==> src/common/bus_ctl_pkg.sv <==
/*
  Shared constants and types for the local bus control and hold block.
  Assumes one system clock; each bus T-state is two system clocks.
*/
package bus_ctl_pkg;

  ////////////////////////////////////////////////////////////////////
  // Timing
  // System clock rate in hertz
  localparam int unsigned CLK_SYS_HZ = 25000000;
  // Target T-state rate in hertz, a divide by two
  localparam int unsigned TSTATE_HZ = 12500000;
  // System clocks per T-state, derived from the two rates
  localparam int unsigned CLKS_PER_TSTATE = CLK_SYS_HZ / TSTATE_HZ;
  // Phase of a T-state: first half, second half
  localparam logic PHASE_FIRST = 1'h0;
  localparam logic PHASE_SECOND = 1'h1;

  ////////////////////////////////////////////////////////////////////
  // States and sources
  // Bus sequencer states
  typedef enum logic [2:0] {
    ST_IDLE, ST_T1, ST_T2, ST_T3, ST_TW, ST_T4, ST_HOLD, ST_DEAD
  } bus_state_t;
  // Who asked for the bus
  typedef enum logic [1:0] {
    SRC_HOLD_PIN, SRC_RG_HI, SRC_RG_LO
  } req_src_t;

  ////////////////////////////////////////////////////////////////////
  // Carriers
  // Attributes of a bus cycle from the core
  typedef struct packed {
    logic is_mem;
    logic is_write;
    logic is_int_ack_strobe_n;
    logic int_ack_strobe_n_first;
    logic split_low;
  } cyc_attr_t;
  // Bus strobes as driven on the pins
  typedef struct packed {
    logic ale;
    logic wr_n;
    logic int_ack_strobe_n;
    logic m_io;
    logic transceiver_direction;
    logic transceiver_enable_n;
  } strobe_t;

  ////////////////////////////////////////////////////////////////////
  // Reset values
  localparam cyc_attr_t ATTR_RESET = '{1'h0, 1'h0, 1'h0, 1'h0, 1'h0};
  localparam strobe_t STROBE_RESET = '{1'h0, 1'h1, 1'h1, 1'h0, 1'h0, 1'h1};
  localparam logic [1:0] QS_RESET = 2'h0;

endpackage : bus_ctl_pkg

==> src/design/cpu_local_bus_control_and_hold.sv <==
/*
  Bus control strobes, lock, queue status and bus hold handover of a
  multiplexed local bus processor.
  Assumes the core holds cyc_req_in with attributes until cyc_ack_out,
  all inputs synchronous to clk_sys_in, and open drain wires resolved
  outside from the output enables.
*/
`timescale 1ns/100ps

module cpu_local_bus_control_and_hold (
  // Clock and reset
  input wire logic clk_sys_in,
  input wire logic reset_in,
  // Core cycle request
  input wire logic cyc_req_in,
  input wire bus_ctl_pkg::cyc_attr_t cyc_attr_in,
  input wire logic ready_in,
  input wire logic lock_active_in,
  input wire logic [1:0] queue_op_in,
  output logic cyc_ack_out,
  output logic cyc_done_out,
  // Bus strobes
  output logic ale_out,
  output logic wr_n_out,
  output logic int_ack_strobe_n_out,
  output logic m_io_out,
  output logic transceiver_direction_out,
  output logic transceiver_enable_n_out,
  output logic lock_n_out,
  output logic bus_oe_out,
  output logic [1:0] queue_status_out,
  // Hold handshake
  input wire logic hold_req_in,
  output logic bus_hold_ack_out,
  // Request/grant open drain lines
  input wire logic request_grant_line_hi_pri_in,
  output logic request_grant_line_hi_pri_out,
  output logic request_grant_line_hi_pri_oe_out,
  input wire logic request_grant_line_lo_pri_in,
  output logic request_grant_line_lo_pri_out,
  output logic request_grant_line_lo_pri_oe_out
);

  ////////////////////////////////////////////////////////////////////
  // Declarations
  logic phase_reg; // Half of current T-state
  logic tick; // Last clock of a T-state
  logic mid; // Clock ending the first half
  bus_ctl_pkg::bus_state_t state_reg; // Sequencer state
  bus_ctl_pkg::bus_state_t state_next;
  logic rel_reg; // Current T4/idle is a release state
  logic rel_next;
  logic go_reg; // Next cycle latched
  logic latch_go; // Latch a cycle this clock
  bus_ctl_pkg::cyc_attr_t attr_reg; // Attributes of current cycle
  bus_ctl_pkg::cyc_attr_t attr_next;
  logic locked_reg; // Cycle belongs to a locked instruction
  logic pend_reg; // Bus request waiting
  bus_ctl_pkg::req_src_t src_reg; // Source of the request
  logic early_reg; // Request seen on or before T2
  logic capture; // New request taken this tick
  bus_ctl_pkg::req_src_t src_now; // Source as seen this clock
  logic ok_cycle; // Release allowed at this T4
  logic drive_reg; // Bus and control lines driven
  logic hold_ack_reg; // Hold acknowledge
  logic [1:0] rg_oe_reg; // Grant pulse enables
  logic rg_zero_reg; // Level driven on request/grant lines
  bus_ctl_pkg::strobe_t strobe_reg; // Registered strobes
  logic lock_n_reg; // Registered lock
  logic [1:0] qs_reg; // Registered queue status
  logic ack_reg; // Cycle accepted pulse
  logic done_reg; // Cycle finished pulse

  ////////////////////////////////////////////////////////////////////
  // Strobe decode from state, half and cycle attributes
  function automatic bus_ctl_pkg::strobe_t strobe_decode(
    input bus_ctl_pkg::bus_state_t st,
    input logic ph,
    input bus_ctl_pkg::cyc_attr_t at
  );
    bus_ctl_pkg::strobe_t s;
    logic data_phase;
    logic read_en;
    logic write_en;
    data_phase = (st == bus_ctl_pkg::ST_T2) || (st == bus_ctl_pkg::ST_T3)
      || (st == bus_ctl_pkg::ST_TW);
    read_en = ((st == bus_ctl_pkg::ST_T2) && (ph == bus_ctl_pkg::PHASE_SECOND))
      || ((st == bus_ctl_pkg::ST_T3) && (ph == bus_ctl_pkg::PHASE_FIRST));
    write_en = data_phase
      || ((st == bus_ctl_pkg::ST_T4) && (ph == bus_ctl_pkg::PHASE_FIRST));
    s.ale = (st == bus_ctl_pkg::ST_T1);
    s.wr_n = !(at.is_write && data_phase);
    s.int_ack_strobe_n = !(at.is_int_ack_strobe_n && data_phase);
    s.m_io = at.is_mem;
    s.transceiver_direction = at.is_write;
    s.transceiver_enable_n = at.is_write ? !write_en : !read_en;
    return s;
  endfunction : strobe_decode

  ////////////////////////////////////////////////////////////////////
  // T-state divider
  assign tick = (phase_reg == bus_ctl_pkg::PHASE_SECOND);
  assign mid = (phase_reg == bus_ctl_pkg::PHASE_FIRST);

  // Toggle half each clock
  always_ff @(posedge clk_sys_in)
  begin
    if (reset_in)
      phase_reg <= bus_ctl_pkg::PHASE_FIRST;
    else
      phase_reg <= ~phase_reg;
  end

  ////////////////////////////////////////////////////////////////////
  // Request capture and release conditions
  // request pulse or hold level, high priority first
  assign capture = tick && !pend_reg && !rel_reg
    && (state_reg != bus_ctl_pkg::ST_HOLD)
    && (state_reg != bus_ctl_pkg::ST_DEAD)
    && (!request_grant_line_hi_pri_in || !request_grant_line_lo_pri_in
    || hold_req_in);
  // five release conditions, shared by hold
  assign ok_cycle = pend_reg && early_reg && !attr_reg.split_low
    && !attr_reg.int_ack_strobe_n_first && !locked_reg;
  // Source of a request taken this clock, so the grant sees it at once
  assign src_now = !capture ? src_reg
    : !request_grant_line_hi_pri_in ? bus_ctl_pkg::SRC_RG_HI
    : !request_grant_line_lo_pri_in ? bus_ctl_pkg::SRC_RG_LO
    : bus_ctl_pkg::SRC_HOLD_PIN;

  // Pending request and its source
  always_ff @(posedge clk_sys_in)
  begin
    if (reset_in)
    begin
      pend_reg <= 1'h0;
      src_reg <= bus_ctl_pkg::SRC_HOLD_PIN;
    end
    else if (capture)
    begin
      pend_reg <= 1'h1;
      // hold sampled on the clock like the lines
      if (!request_grant_line_hi_pri_in)
        src_reg <= bus_ctl_pkg::SRC_RG_HI;
      else if (!request_grant_line_lo_pri_in)
        src_reg <= bus_ctl_pkg::SRC_RG_LO;
      else
        src_reg <= bus_ctl_pkg::SRC_HOLD_PIN;
    end
    else if (tick && (state_next == bus_ctl_pkg::ST_HOLD))
      pend_reg <= 1'h0;
  end

  // Request timing: seen by T2 of the cycle that may release
  always_ff @(posedge clk_sys_in)
  begin
    if (reset_in)
      early_reg <= 1'h0;
    else if (tick && (state_next == bus_ctl_pkg::ST_HOLD))
      early_reg <= 1'h0;
    // idle request counts as early for the next cycle
    else if (tick && (pend_reg || capture)
      && ((state_reg == bus_ctl_pkg::ST_IDLE)
      || (state_reg == bus_ctl_pkg::ST_T1)
      || (state_reg == bus_ctl_pkg::ST_T2)
      || (state_reg == bus_ctl_pkg::ST_T4)))
      early_reg <= 1'h1;
  end

  ////////////////////////////////////////////////////////////////////
  // Sequencer next state
  always_comb
  begin
    state_next = state_reg;
    rel_next = rel_reg;
    if (tick)
    begin
      unique case (state_reg)
        // Idle: release, start a cycle or stay
        bus_ctl_pkg::ST_IDLE:
        begin
          if (rel_reg)
          begin
            state_next = bus_ctl_pkg::ST_HOLD;
            rel_next = 1'h0;
          end
          else if (go_reg)
            state_next = bus_ctl_pkg::ST_T1;
          else
            rel_next = pend_reg || capture;
        end
        bus_ctl_pkg::ST_T1:
          state_next = bus_ctl_pkg::ST_T2;
        bus_ctl_pkg::ST_T2:
          state_next = bus_ctl_pkg::ST_T3;
        bus_ctl_pkg::ST_T3, bus_ctl_pkg::ST_TW:
        begin
          if (ready_in)
          begin
            state_next = bus_ctl_pkg::ST_T4;
            rel_next = ok_cycle;
          end
          else
            state_next = bus_ctl_pkg::ST_TW;
        end
        // End of cycle: release, next cycle or idle
        bus_ctl_pkg::ST_T4:
        begin
          if (rel_reg)
          begin
            state_next = bus_ctl_pkg::ST_HOLD;
            rel_next = 1'h0;
          end
          else if (go_reg)
            state_next = bus_ctl_pkg::ST_T1;
          else
          begin
            state_next = bus_ctl_pkg::ST_IDLE;
            rel_next = pend_reg || capture;
          end
        end
        // Leave hold on release pulse or hold low
        bus_ctl_pkg::ST_HOLD:
        begin
          if ((src_reg == bus_ctl_pkg::SRC_HOLD_PIN) && !hold_req_in)
            state_next = bus_ctl_pkg::ST_IDLE;
          else if ((src_reg == bus_ctl_pkg::SRC_RG_HI)
            && !request_grant_line_hi_pri_in)
            state_next = bus_ctl_pkg::ST_DEAD;
          else if ((src_reg == bus_ctl_pkg::SRC_RG_LO)
            && !request_grant_line_lo_pri_in)
            state_next = bus_ctl_pkg::ST_DEAD;
        end
        // one dead T-state after the exchange
        bus_ctl_pkg::ST_DEAD:
          state_next = bus_ctl_pkg::ST_IDLE;
      endcase
    end
  end

  // State and release flag
  always_ff @(posedge clk_sys_in)
  begin
    if (reset_in)
    begin
      state_reg <= bus_ctl_pkg::ST_IDLE;
      rel_reg <= 1'h0;
    end
    else
    begin
      state_reg <= state_next;
      rel_reg <= rel_next;
    end
  end

  ////////////////////////////////////////////////////////////////////
  // Cycle latch at mid T4 or idle
  assign latch_go = mid && cyc_req_in && !go_reg && !rel_reg
    && ((state_reg == bus_ctl_pkg::ST_T4) || (state_reg == bus_ctl_pkg::ST_IDLE));
  assign attr_next = latch_go ? cyc_attr_in : attr_reg;

  // Latch attributes and lock of the next cycle
  always_ff @(posedge clk_sys_in)
  begin
    if (reset_in)
    begin
      go_reg <= 1'h0;
      attr_reg <= bus_ctl_pkg::ATTR_RESET;
      locked_reg <= 1'h0;
    end
    else if (latch_go)
    begin
      go_reg <= 1'h1;
      attr_reg <= cyc_attr_in;
      locked_reg <= lock_active_in;
    end
    else if (tick && (state_next == bus_ctl_pkg::ST_T1))
      go_reg <= 1'h0;
  end

  // Core handshake pulses
  always_ff @(posedge clk_sys_in)
  begin
    if (reset_in)
    begin
      ack_reg <= 1'h0;
      done_reg <= 1'h0;
    end
    else
    begin
      ack_reg <= tick && (state_next == bus_ctl_pkg::ST_T1);
      done_reg <= tick && (state_reg == bus_ctl_pkg::ST_T4);
    end
  end

  ////////////////////////////////////////////////////////////////////
  // Bus ownership outputs
  // Drive enable of floating lines
  always_ff @(posedge clk_sys_in)
  begin
    if (reset_in)
      drive_reg <= 1'h1;
    // drive again only for the next cycle
    else if (latch_go)
      drive_reg <= 1'h1;
    else if (tick && rel_next && !rel_reg && (src_now != bus_ctl_pkg::SRC_HOLD_PIN))
      drive_reg <= 1'h0;
    else if (mid && rel_reg && (src_reg == bus_ctl_pkg::SRC_HOLD_PIN))
      drive_reg <= 1'h0;
  end

  // Hold acknowledge
  always_ff @(posedge clk_sys_in)
  begin
    if (reset_in)
      hold_ack_reg <= 1'h0;
    else if (mid && rel_reg && (src_reg == bus_ctl_pkg::SRC_HOLD_PIN))
      hold_ack_reg <= 1'h1;
    else if (tick && (state_reg == bus_ctl_pkg::ST_HOLD) && !hold_req_in)
      hold_ack_reg <= 1'h0;
  end

  // Grant pulse, one T-state wide
  always_ff @(posedge clk_sys_in)
  begin
    if (reset_in)
    begin
      rg_oe_reg <= 2'h0;
      rg_zero_reg <= 1'h0;
    end
    else if (tick)
    begin
      // grant during the release T4 or idle
      rg_oe_reg[0] <= rel_next && !rel_reg && (src_now == bus_ctl_pkg::SRC_RG_HI);
      rg_oe_reg[1] <= rel_next && !rel_reg && (src_now == bus_ctl_pkg::SRC_RG_LO);
    end
  end

  ////////////////////////////////////////////////////////////////////
  // Strobes, lock and queue status
  // Strobes from next state and half
  always_ff @(posedge clk_sys_in)
  begin
    if (reset_in)
      strobe_reg <= bus_ctl_pkg::STROBE_RESET;
    else
      strobe_reg <= strobe_decode(state_next, ~phase_reg, attr_next);
  end

  // lock follows the core lock span
  always_ff @(posedge clk_sys_in)
  begin
    if (reset_in)
      lock_n_reg <= 1'h1;
    else
      lock_n_reg <= !lock_active_in;
  end

  // queue op shown in the next T-state
  always_ff @(posedge clk_sys_in)
  begin
    if (reset_in)
      qs_reg <= bus_ctl_pkg::QS_RESET;
    else if (tick)
      qs_reg <= queue_op_in;
  end

  ////////////////////////////////////////////////////////////////////
  // Output wiring, all from flops
  assign cyc_ack_out = ack_reg;
  assign cyc_done_out = done_reg;
  assign ale_out = strobe_reg.ale;
  assign wr_n_out = strobe_reg.wr_n;
  assign int_ack_strobe_n_out = strobe_reg.int_ack_strobe_n;
  assign m_io_out = strobe_reg.m_io;
  assign transceiver_direction_out = strobe_reg.transceiver_direction;
  assign transceiver_enable_n_out = strobe_reg.transceiver_enable_n;
  assign lock_n_out = lock_n_reg;
  // one enable floats lock and control lines
  assign bus_oe_out = drive_reg;
  assign queue_status_out = qs_reg;
  assign bus_hold_ack_out = hold_ack_reg;
  assign request_grant_line_hi_pri_out = rg_zero_reg;
  assign request_grant_line_hi_pri_oe_out = rg_oe_reg[0];
  assign request_grant_line_lo_pri_out = rg_zero_reg;
  assign request_grant_line_lo_pri_oe_out = rg_oe_reg[1];

endmodule : cpu_local_bus_control_and_hold

==> config.mk <==
export PLATFORM = sky130hd
export DESIGN_NAME = cpu_local_bus_control_and_hold
export DESIGN_NICKNAME = d
export VERILOG_FILES = /design/src/common/bus_ctl_pkg.sv /design/src/design/cpu_local_bus_control_and_hold.sv
export SDC_FILE = /design/constraint.sdc
export NUM_CORES = 1
export LEC_CHECK = 0
export ABC_CLOCK_PERIOD_IN_PS = 1700
export BUFFER_PORTS_ARGS = -buffer_cell sky130_fd_sc_hd__buf_2
export CAP_MARGIN = 20
export CORE_ASPECT_RATIO = 1.75
export CORE_MARGIN = 3
export CORE_UTILIZATION = 35
export CTS_CLUSTER_DIAMETER = 100
export DETAILED_ROUTE_END_ITERATION = 12
export PLACE_DENSITY = 0.7
export SYNTH_ARGS = -nofsm -noshare
export SYNTH_HDL_FRONTEND = slang
export SYNTH_SLANG_ARGS = --single-unit
==> constraint.sdc <==
create_clock -name clk_sys_in -period 1.7 [get_ports clk_sys_in]
set_input_delay 0 -clock clk_sys_in [delete_from_list [all_inputs] [get_ports clk_sys_in]]
set_output_delay 0 -clock clk_sys_in [all_outputs]
set_load 0.02 [all_outputs]
==> results, run 1 <==
- The flow ran to the end, but the final reports show violations.
- The checks that failed: setup timing.
- The capturing point of the worst reg2reg path is transceiver_enable_n_out.
- The H-tree depth is 2.
- The final routed wirelength across all metal layers is approximately 4.2 mm.
- Setup repair after global routing could not meet its margin everywhere.
- The routed design could run at a clock period as short as 1.83 ns.
- The post-synthesis cell count is 166.
- The pre-antenna-repair detailed-routing pass consisted of 4 iterations.
- The post-route netlist has between 40% and 50% of its cells at a drive strength greater than 1.
- Summed over all nets, wire length on met2 after detailed routing comes to ~2.4 mm.
- The final route contains 1463 vias.
- At the end of the flow, the number of nets in the layout was 254.
- The post-synthesis sequential area ratio is between 40% and 50%.
- By startpoint and endpoint, the worst setup path is classified as reg -> reg.
- For this block, wires on met1 add up to 1.51 mm.
- In this run the critical register-to-register path is launched from state_reg[2].
- The synthesized design spends more area on one cell type than any other, namely dfxtp_1.
- The endpoint of the worst hold-timing path is attr_reg[2].
- At the end of routability-driven placement, the weighted congestion stood at 0.933.
- The number of pins with negative max-slew slack in the final report is 0.
- The post-detailed-placement half-perimeter wirelength is 2.98 mm.
- In this run the worst hold path is classified as in -> reg.
- Data on the critical path is required at its endpoint by 1.87 ns.
- The via count of the first global-routing pass was 1439.
- The total standard cell area after synthesis is 1450 um^2.
- The global-route wire length before repair is 6.53 mm.
- The number of buffers on the longest clock path is 2.
- Dividing the final minimum period by the clock period gives 108%.
- The commonest register cell after synthesis is dfxtp_1.
- Data on the critical path arrives at its endpoint at around 2 ns.
- From synthesis to final layout, the design area changed by 52.9%.
- The flop-to-flop setup slack is -0.13 ns.
- The post-synthesis sequential element count is 29.
- TritonCTS built the clock tree.
- The Yosys warning count is 0.
- The peak clock frequency supported by timing is 547 MHz.
- STA classifies the critical path endpoint as a flop.
- The final antenna diode count is 0.
- In the routed design, unresolved DRC markers number 0.
- The boundary pin count is 32.
- Port buffering added 29 buffers.
- Measured in cells, the most critical reg-to-reg path has a length of 6.
- Along the worst hold path, the cell count comes to 3.
- Averaged over all synthesized cells, the footprint is 8.73 um^2.
- The number of endpoints with negative hold slack in the final report is 0.
- The leakage component of the power is 0.957 nW.
- The total global routing overflow is 0.
- The tool flagged a number of max-cap violations equal to 0.
- The row count is 30.
- The number of clock buffers added by TritonCTS is 5.
- The number of setup violations in the final report is 6.
- Counting flops with a built-in enable in the synthesized netlist gives 0.
- After clock tree synthesis, the clock-pin slew on the worst setup and hold paths is ~0.060 ns.
- Of all flip-flops after synthesis, the portion carrying an async set or reset was 0%.
- Entering global routing, the biggest net connects 26 pins.
- The height of the die is 91.1 um.
- Dividing the detail-routed via count by the number of cells gives a little over 5.
- The post-route core utilization is 56.2%.
- From left edge to right edge, the die measures 54.6 um.
- The number of nets still failing antenna checks after routing is 0.
- In the post-synthesis netlist, the biggest area contributors are dfxtp_1 (40%), nor2_1 (5.7%), mux2i_1 (5.5%).
- The largest fanout on the critical path is 7.
- The root buffer selected by CTS is clkbuf_8.
- Dividing total power by cell area gives a power density of 901 nW/um^2.
- Counting every sink on the clock net gives 29.
- The met3 wire length is 152 um.
- The uppermost layer routed is met4.
- The floorplan step defined a die boundary enclosing 4980 um^2.
- The number of cells in the finished layout apart from fillers is between 200 and 300.
- Counting distinct cell types in the post-synthesis netlist gives 48.
- The number of inserted filler cells in the final layout is 368.
- The number of antenna violations at the first check in global routing came to 0.
- The clock tree skew after final layout is 0.00427 ns.
- The worst slack after detailed placement is -0.219 ns.
- Global routing used 18.1% of the available tracks across all layers.
- The peak ir drop on the vdd network is 0.584 mV.
- The post-placement cell count is 265.
- The top cell type by area accounts for 40.1% of the synthesized area.
- The element type at the critical path start is a flop.
- The initial utilization of the core area, before any placement, comes to 36.8%.
- The worst hold path begins at cyc_attr_in[2].
- The minimum setup slack in the final design is -0.129 ns.
- After floorplanning, the core was sized to cover 3940 um^2.
- The violation count after the first detailed-route iteration is 20.
- The later pin in the worst-skew pair is clocked with a latency of 0.29 ns.
- In the final routed layout, each cell accounts on average for roughly 15 um.
## worst max-delay path by stage
stage                  from                       end  slack, ns  cells after the start
5_1_grt        state_reg[2]              rg_oe_reg[0]      -0.21                      6
2_1_floorplan       rel_reg              rg_oe_reg[0]      -0.04                      6
3_3_place_gp   state_reg[2]              rg_oe_reg[0]      -0.17                      7
4_1_cts        state_reg[2]              rg_oe_reg[0]      -0.14                      6
6_report       state_reg[2]  transceiver_enable_n_out      -0.13                      6
3_5_place_dp   state_reg[0]              rg_oe_reg[0]      -0.22                      6
## placed cells by master, fill, tap and decap left out, types with 2 or more instances in the layout
cell type      instances
nand3b_1               4
clkbuf_8               5
o311ai_1               2
and2_1                 2
buf_12                 2
a311oi_1               2
o21ai_1                3
nand2b_1               5
buf_4                 38
clkinv_2               2
buf_2                 29
nor3_2                 2
nor2b_1                5
o21ai_2                2
nor2_1                20
conb_1                 2
o21ai_0                6
or3b_1                 2
dfxtp_1               24
a21oi_1                6
inv_1                  5
nand3_1                2
nor3_1                 4
mux2i_1                8
dlygate4sd3_1          6
dfxtp_4                4
o21a_1                 2
buf_6                  3
nand2_1                6
## metrics by stage
stage | cell area [um^2] | TNS, ns | hold WS (ns) | power (mW)
after floorplan | 1470 | -0.0619 | 0.0737 | 1.10
after CTS | 2060 | -0.656 | 0.000633 | 1.92
final | 2220 | -0.414 | 0.00617 | 2.00
after global routing | 2220 | -1.17 | 0.0547 | 2.10
after global placement | 1860 | -1.36 | 0.185 | 1.31
after detailed placement | 1860 | -1.91 | 0.190 | 1.31
## report_power, final
part           switching, mW  internal (mW)  total, mW
Sequential            0.0415          0.732      0.773
Clock                  0.273          0.283      0.556
Combinational          0.316          0.352      0.668
Total                  0.631           1.37       2.00
## cells in the mapped netlist (all sizes together) (4+ instances only)
cell	instances
dfxtp	29
mux2i	8
nand3b	4
nor2b	5
nor3	6
inv	5
buf	10
nand2b	6
nand2	6
o21ai	11
nor2	22
a21oi	7
## timing repair
item | in CTS | in global routing
buffers inserted | 1 | 8
hold endpoints to repair | 7 | 0
setup endpoints to repair | 18 | 17
hold buffers | 6 | 0
gates resized for setup | 11 | 24
pin swaps | 4 | 8
## cell type report
cell class / count / area [um^2] / area share, %
Multi-Input combinational cell: 120 / 893 / 40.3
Sequential cell: 29 / 597 / 26.9
Timing Repair Buffer: 78 / 564 / 25.5
Clock buffer: 6 / 72.6 / 3.27
Tap cell: 48 / 60.1 / 2.71
Inverter: 5 / 18.8 / 0.847
Clock inverter: 2 / 10.0 / 0.452
## cell families (layout without fill, tap and decap cells)
family | count (synthesis) | after routing | synth area share (%)
AND/OR/NAND/NOR | 68 | 68 | 25.7
other | 1 | 2 | 0.259
buffers and inverters | 18 | 91 | 6.56
flip-flops | 29 | 29 | 40.1
multiplexers | 8 | 8 | 5.53
AO/OA/AOI/OAI | 39 | 39 | 20.0
XOR/XNOR | 3 | 3 | 1.81
## worst max-delay path: stages (launching register included)
cell,delay [ns]
dfxtp_4,0.37
and2b_4,0.26
a221oi_2,0.07
a311oi_4,0.38
nor4b_1,0.29
a2bb2oi_1,0.11
o31a_1,0.24
## per-layer routing
metal	vias to the layer above	track usage (%)
met1	678	17.9
met5	-	0
met2	37	30.9
met4	0	11.6
met3	16	4.76
li1	732	-
Power figures use the tool's default switching activity.
==> run 2, diff against run 1 <==
CELL_PAD_IN_SITES_DETAIL_PLACEMENT = 1   (was unset)
CELL_PAD_IN_SITES_GLOBAL_PLACEMENT = 1   (was unset)
PLACE_DENSITY = 0.85   (was 0.7)
==> run 2 against run 1 <==
Against the previous run: the run still ends with setup timing left; non-clock buffer count is 5 higher; hold slack improved by 0.0051 ns; wire length is 31% higher; flip-flop and latch count unchanged; die area did not move; combinational power up 6.6%; clock skew up 0.0082 ns; clock power grew 5.0%; register-to-register slack got worse by 0.12 ns; critical path type unchanged.
==> results, run 2 (synthesis results as in run 1) <==
- The largest net degree at the start of global routing is 26 (unchanged).
- The number of optimization iterations in the first detailed-route pass was 4 (unchanged).
- The total number of clock tree sinks is 29 (unchanged).
- The post-route core utilization is 57.6% (was 56.2%).
- The peak clock frequency supported by timing came to 512 MHz (was 547 MHz).
- The total DRC errors in the routed layout is 0 (unchanged).
- List of cells traversed by the critical path: nand2b_1 -> o21a_1 -> o32ai_4 -> and3_4 -> or3b_1 -> a21oi_2 (was and2b_4 -> a221oi_2 -> a311oi_4 -> nor4b_1 -> a2bb2oi_1 -> o31a_1).
- The element type at the critical path start is a flop (unchanged).
- The root buffer selected by CTS is clkbuf_8 (unchanged).
- The overall global routing resource usage is 23.5% (was 18.1%).
- The total design power was 2.08 mW (was 2.00 mW).
- The die width is 54.6 um (unchanged).
- The mean routed wirelength per cell is 18.9 um (was 14.6 um).
- The total global routing overflow is 0 (unchanged).
- The final weighted congestion in routability-driven placement was 0.898 (was 0.933).
- Run status: finished, violations left (unchanged).
- The floorplan die area was 4980 um^2 (unchanged).
- The number of nets still failing antenna checks after routing is 0 (unchanged).
- The final period demand of the worst path came to 1.95 ns (was 1.83 ns).
- The clock tree skew after final layout came to 0.0125 ns (was 0.00427 ns).
- The launch instance of the worst register-to-register path is state_reg[0] (was state_reg[2]).
- The via count of the first global-routing pass is 1676 (was 1439).
- The share of cells above drive strength 1 is 45.7% (was 44.6%).
- The area of the core region is 3940 um^2 (unchanged).
- The most frequent standard cell in the layout excluding fill and tap cells is buf_4 (unchanged).
- The row count came to 30 (unchanged).
- In this run the tightest slew margin relative to its limit is 65.9%.
- The total of max-cap violations was 0 (unchanged).
- The global-route wire length before repair is 8.53 mm (was 6.53 mm).
- The post-detailed-placement half-perimeter wirelength is 3.36 mm (was 2.98 mm).
- The minimum setup slack in the final design is -0.254 ns (was -0.129 ns).
- The number of nets in the finished design is 259 (was 254).
- The leakage component of the power is 0.976 nW (was 0.957 nW).
- The arrival time of the worst setup path was 2.18 ns (was 2.00 ns).
- The number of antenna violations at the first check in global routing is 0 (unchanged).
- The number of buffers on the longest clock path came to 2 (unchanged).
- The number of inserted filler cells in the final layout is 476 (was 368).
- The critical path start-end classification is reg -> reg (unchanged).
- The layout overhead on the synthesized area is 56.6% (was 52.9%).
- The number of vias after detailed routing is 1602 (was 1463).
- The boundary pin count is 32 (unchanged).
- The height of the die is 91.1 um (unchanged).
- The launch point of the worst hold path is cyc_attr_in[2] (unchanged).
- The via density per instance is 5.47 (was 5.08).
- The cell type of the slowest stage on the worst timing path is or3b_1 (was a311oi_4).
- The largest fanout on the critical path was 5 (was 7).
- The ratio of final minimum period to clock period came to 115% (was 108%).
- The critical path capture point type is a flop (unchanged).
- The number of setup violations in the final report was 12 (was 6).
- Failing checks: setup timing (unchanged).
- Top library cells by usage in the layout, fill and taps aside: buf_4 (44), buf_2 (29), dfxtp_1 (24) (was buf_4 (38), buf_2 (29), dfxtp_1 (24)).
- The final hold slack came to 0.0112 ns (was 0.00617 ns).
- The number of endpoints with negative hold slack in the final report is 0 (unchanged).
- The clock transition at the registers of the reported paths is 0.07 ns (was 0.06 ns).
- The peak per-stage delay on the critical path is 0.36 ns (was 0.38 ns).
- The peak ir drop on the vdd network is 0.689 mV (was 0.584 mV).
- Unrepaired setup endpoints after global routing: true (unchanged).
- The CTS buffer count is 5 (unchanged).
- The final antenna diode count was 0 (unchanged).
- The kind of path behind the tightest hold check was in -> reg (unchanged).
- The clock tree from TritonCTS is done (unchanged).
- At the pin with the least slew margin, the transition time is ~0.5 ns.
- The start point of the critical path is state_reg[0] (was state_reg[2]).
- The violation count after the first detailed-route iteration is 30 (was 20).
- The final routed wirelength across all metal layers is 5.54 mm (was 4.21 mm).
- The initial core utilization is 36.8% (unchanged).
- The H-tree depth was 2 (unchanged).
- The required time of the worst setup path is 1.93 ns (was 1.87 ns).
- The clock latency of the later-clocked register in the worst-skew pair came to 0.30 ns (was 0.29 ns).
- The ratio of total power to cell area is 916 nW/um^2 (was 901 nW/um^2).
- The number of pins with negative max-slew slack in the final report is 0 (unchanged).
- The number of I/O port buffers is 29 (unchanged).
-- run 2: changes by cell type in the layout (fill, tap and decap cells not counted), sizes merged --
cell / change
buf: +5
clkbuf: -1
clkinvlp: +1
-- run 2: per-layer routing --
metal  share of wire [%]  global-route usage (%)
met1                  36                    25.1
met2                  57                    41.9
met3                 3.5                    4.60
met4                 3.8                    9.56
met5                   0                       0
-- run 2: layout make-up --
cell class | count | area, um^2 | share of cell area [%]
clock buffers | 5 | 68.8 | 3.03
clock inverters | 3 | 17.5 | 0.772
inverters | 5 | 18.8 | 0.827
multi-input cells | 120 | 932 | 41.1
flip-flops and latches | 29 | 592 | 26.1
well taps | 48 | 60.1 | 2.65
repair buffers | 83 | 581 | 25.6
-- run 2: stage by stage --
stage	setup TNS (ns)	std cells	worst slack [ns]	area (um^2)
5_1_grt	-2.51	293	-0.325	2270
6_report	-1.31	293	-0.254	2270
3_5_place_dp	-2.80	265	-0.260	1850
3_3_place_gp	-2.21	265	-0.225	1850
2_1_floorplan	-0.0619	167	-0.0395	1470
4_1_cts	-0.734	287	-0.200	2170
-- run 2: repair_timing --
item | in CTS | in global routing
setup endpoints to repair | 17 | 18
setup buffers | 8 | 6
gates resized for setup | 21 | 14
gates cloned | 0 | 0
hold endpoints to repair | 7 | 0
hold buffers | 6 | 0
pin swaps | 8 | 7
-- run 2: power by group --
| part | switching (mW) | internal [mW] | total, mW |
|---|---|---|---|
| Combinational | 0.355 | 0.358 | 0.712 |
| Sequential | 0.0489 | 0.733 | 0.782 |
| Clock | 0.302 | 0.282 | 0.584 |
-- run 2: worst max-delay path, delay by kind of cell, from the launching register on --
kind	cells	cell delay [ns]
flip-flops	1	0.34
AND/OR/NAND/NOR	3	0.88
AO/OA/AOI/OAI	3	0.66
-- run 2: path summary, 6_finish.rpt --
check                                     to  cells after the start  slack (ns)
worst min register to register  rg_oe_reg[0]                      2        0.47
worst max register to register  rg_oe_reg[0]                      6       -0.25
worst min-delay path             attr_reg[2]                      3        0.01
worst max-delay path            rg_oe_reg[0]                      6       -0.25
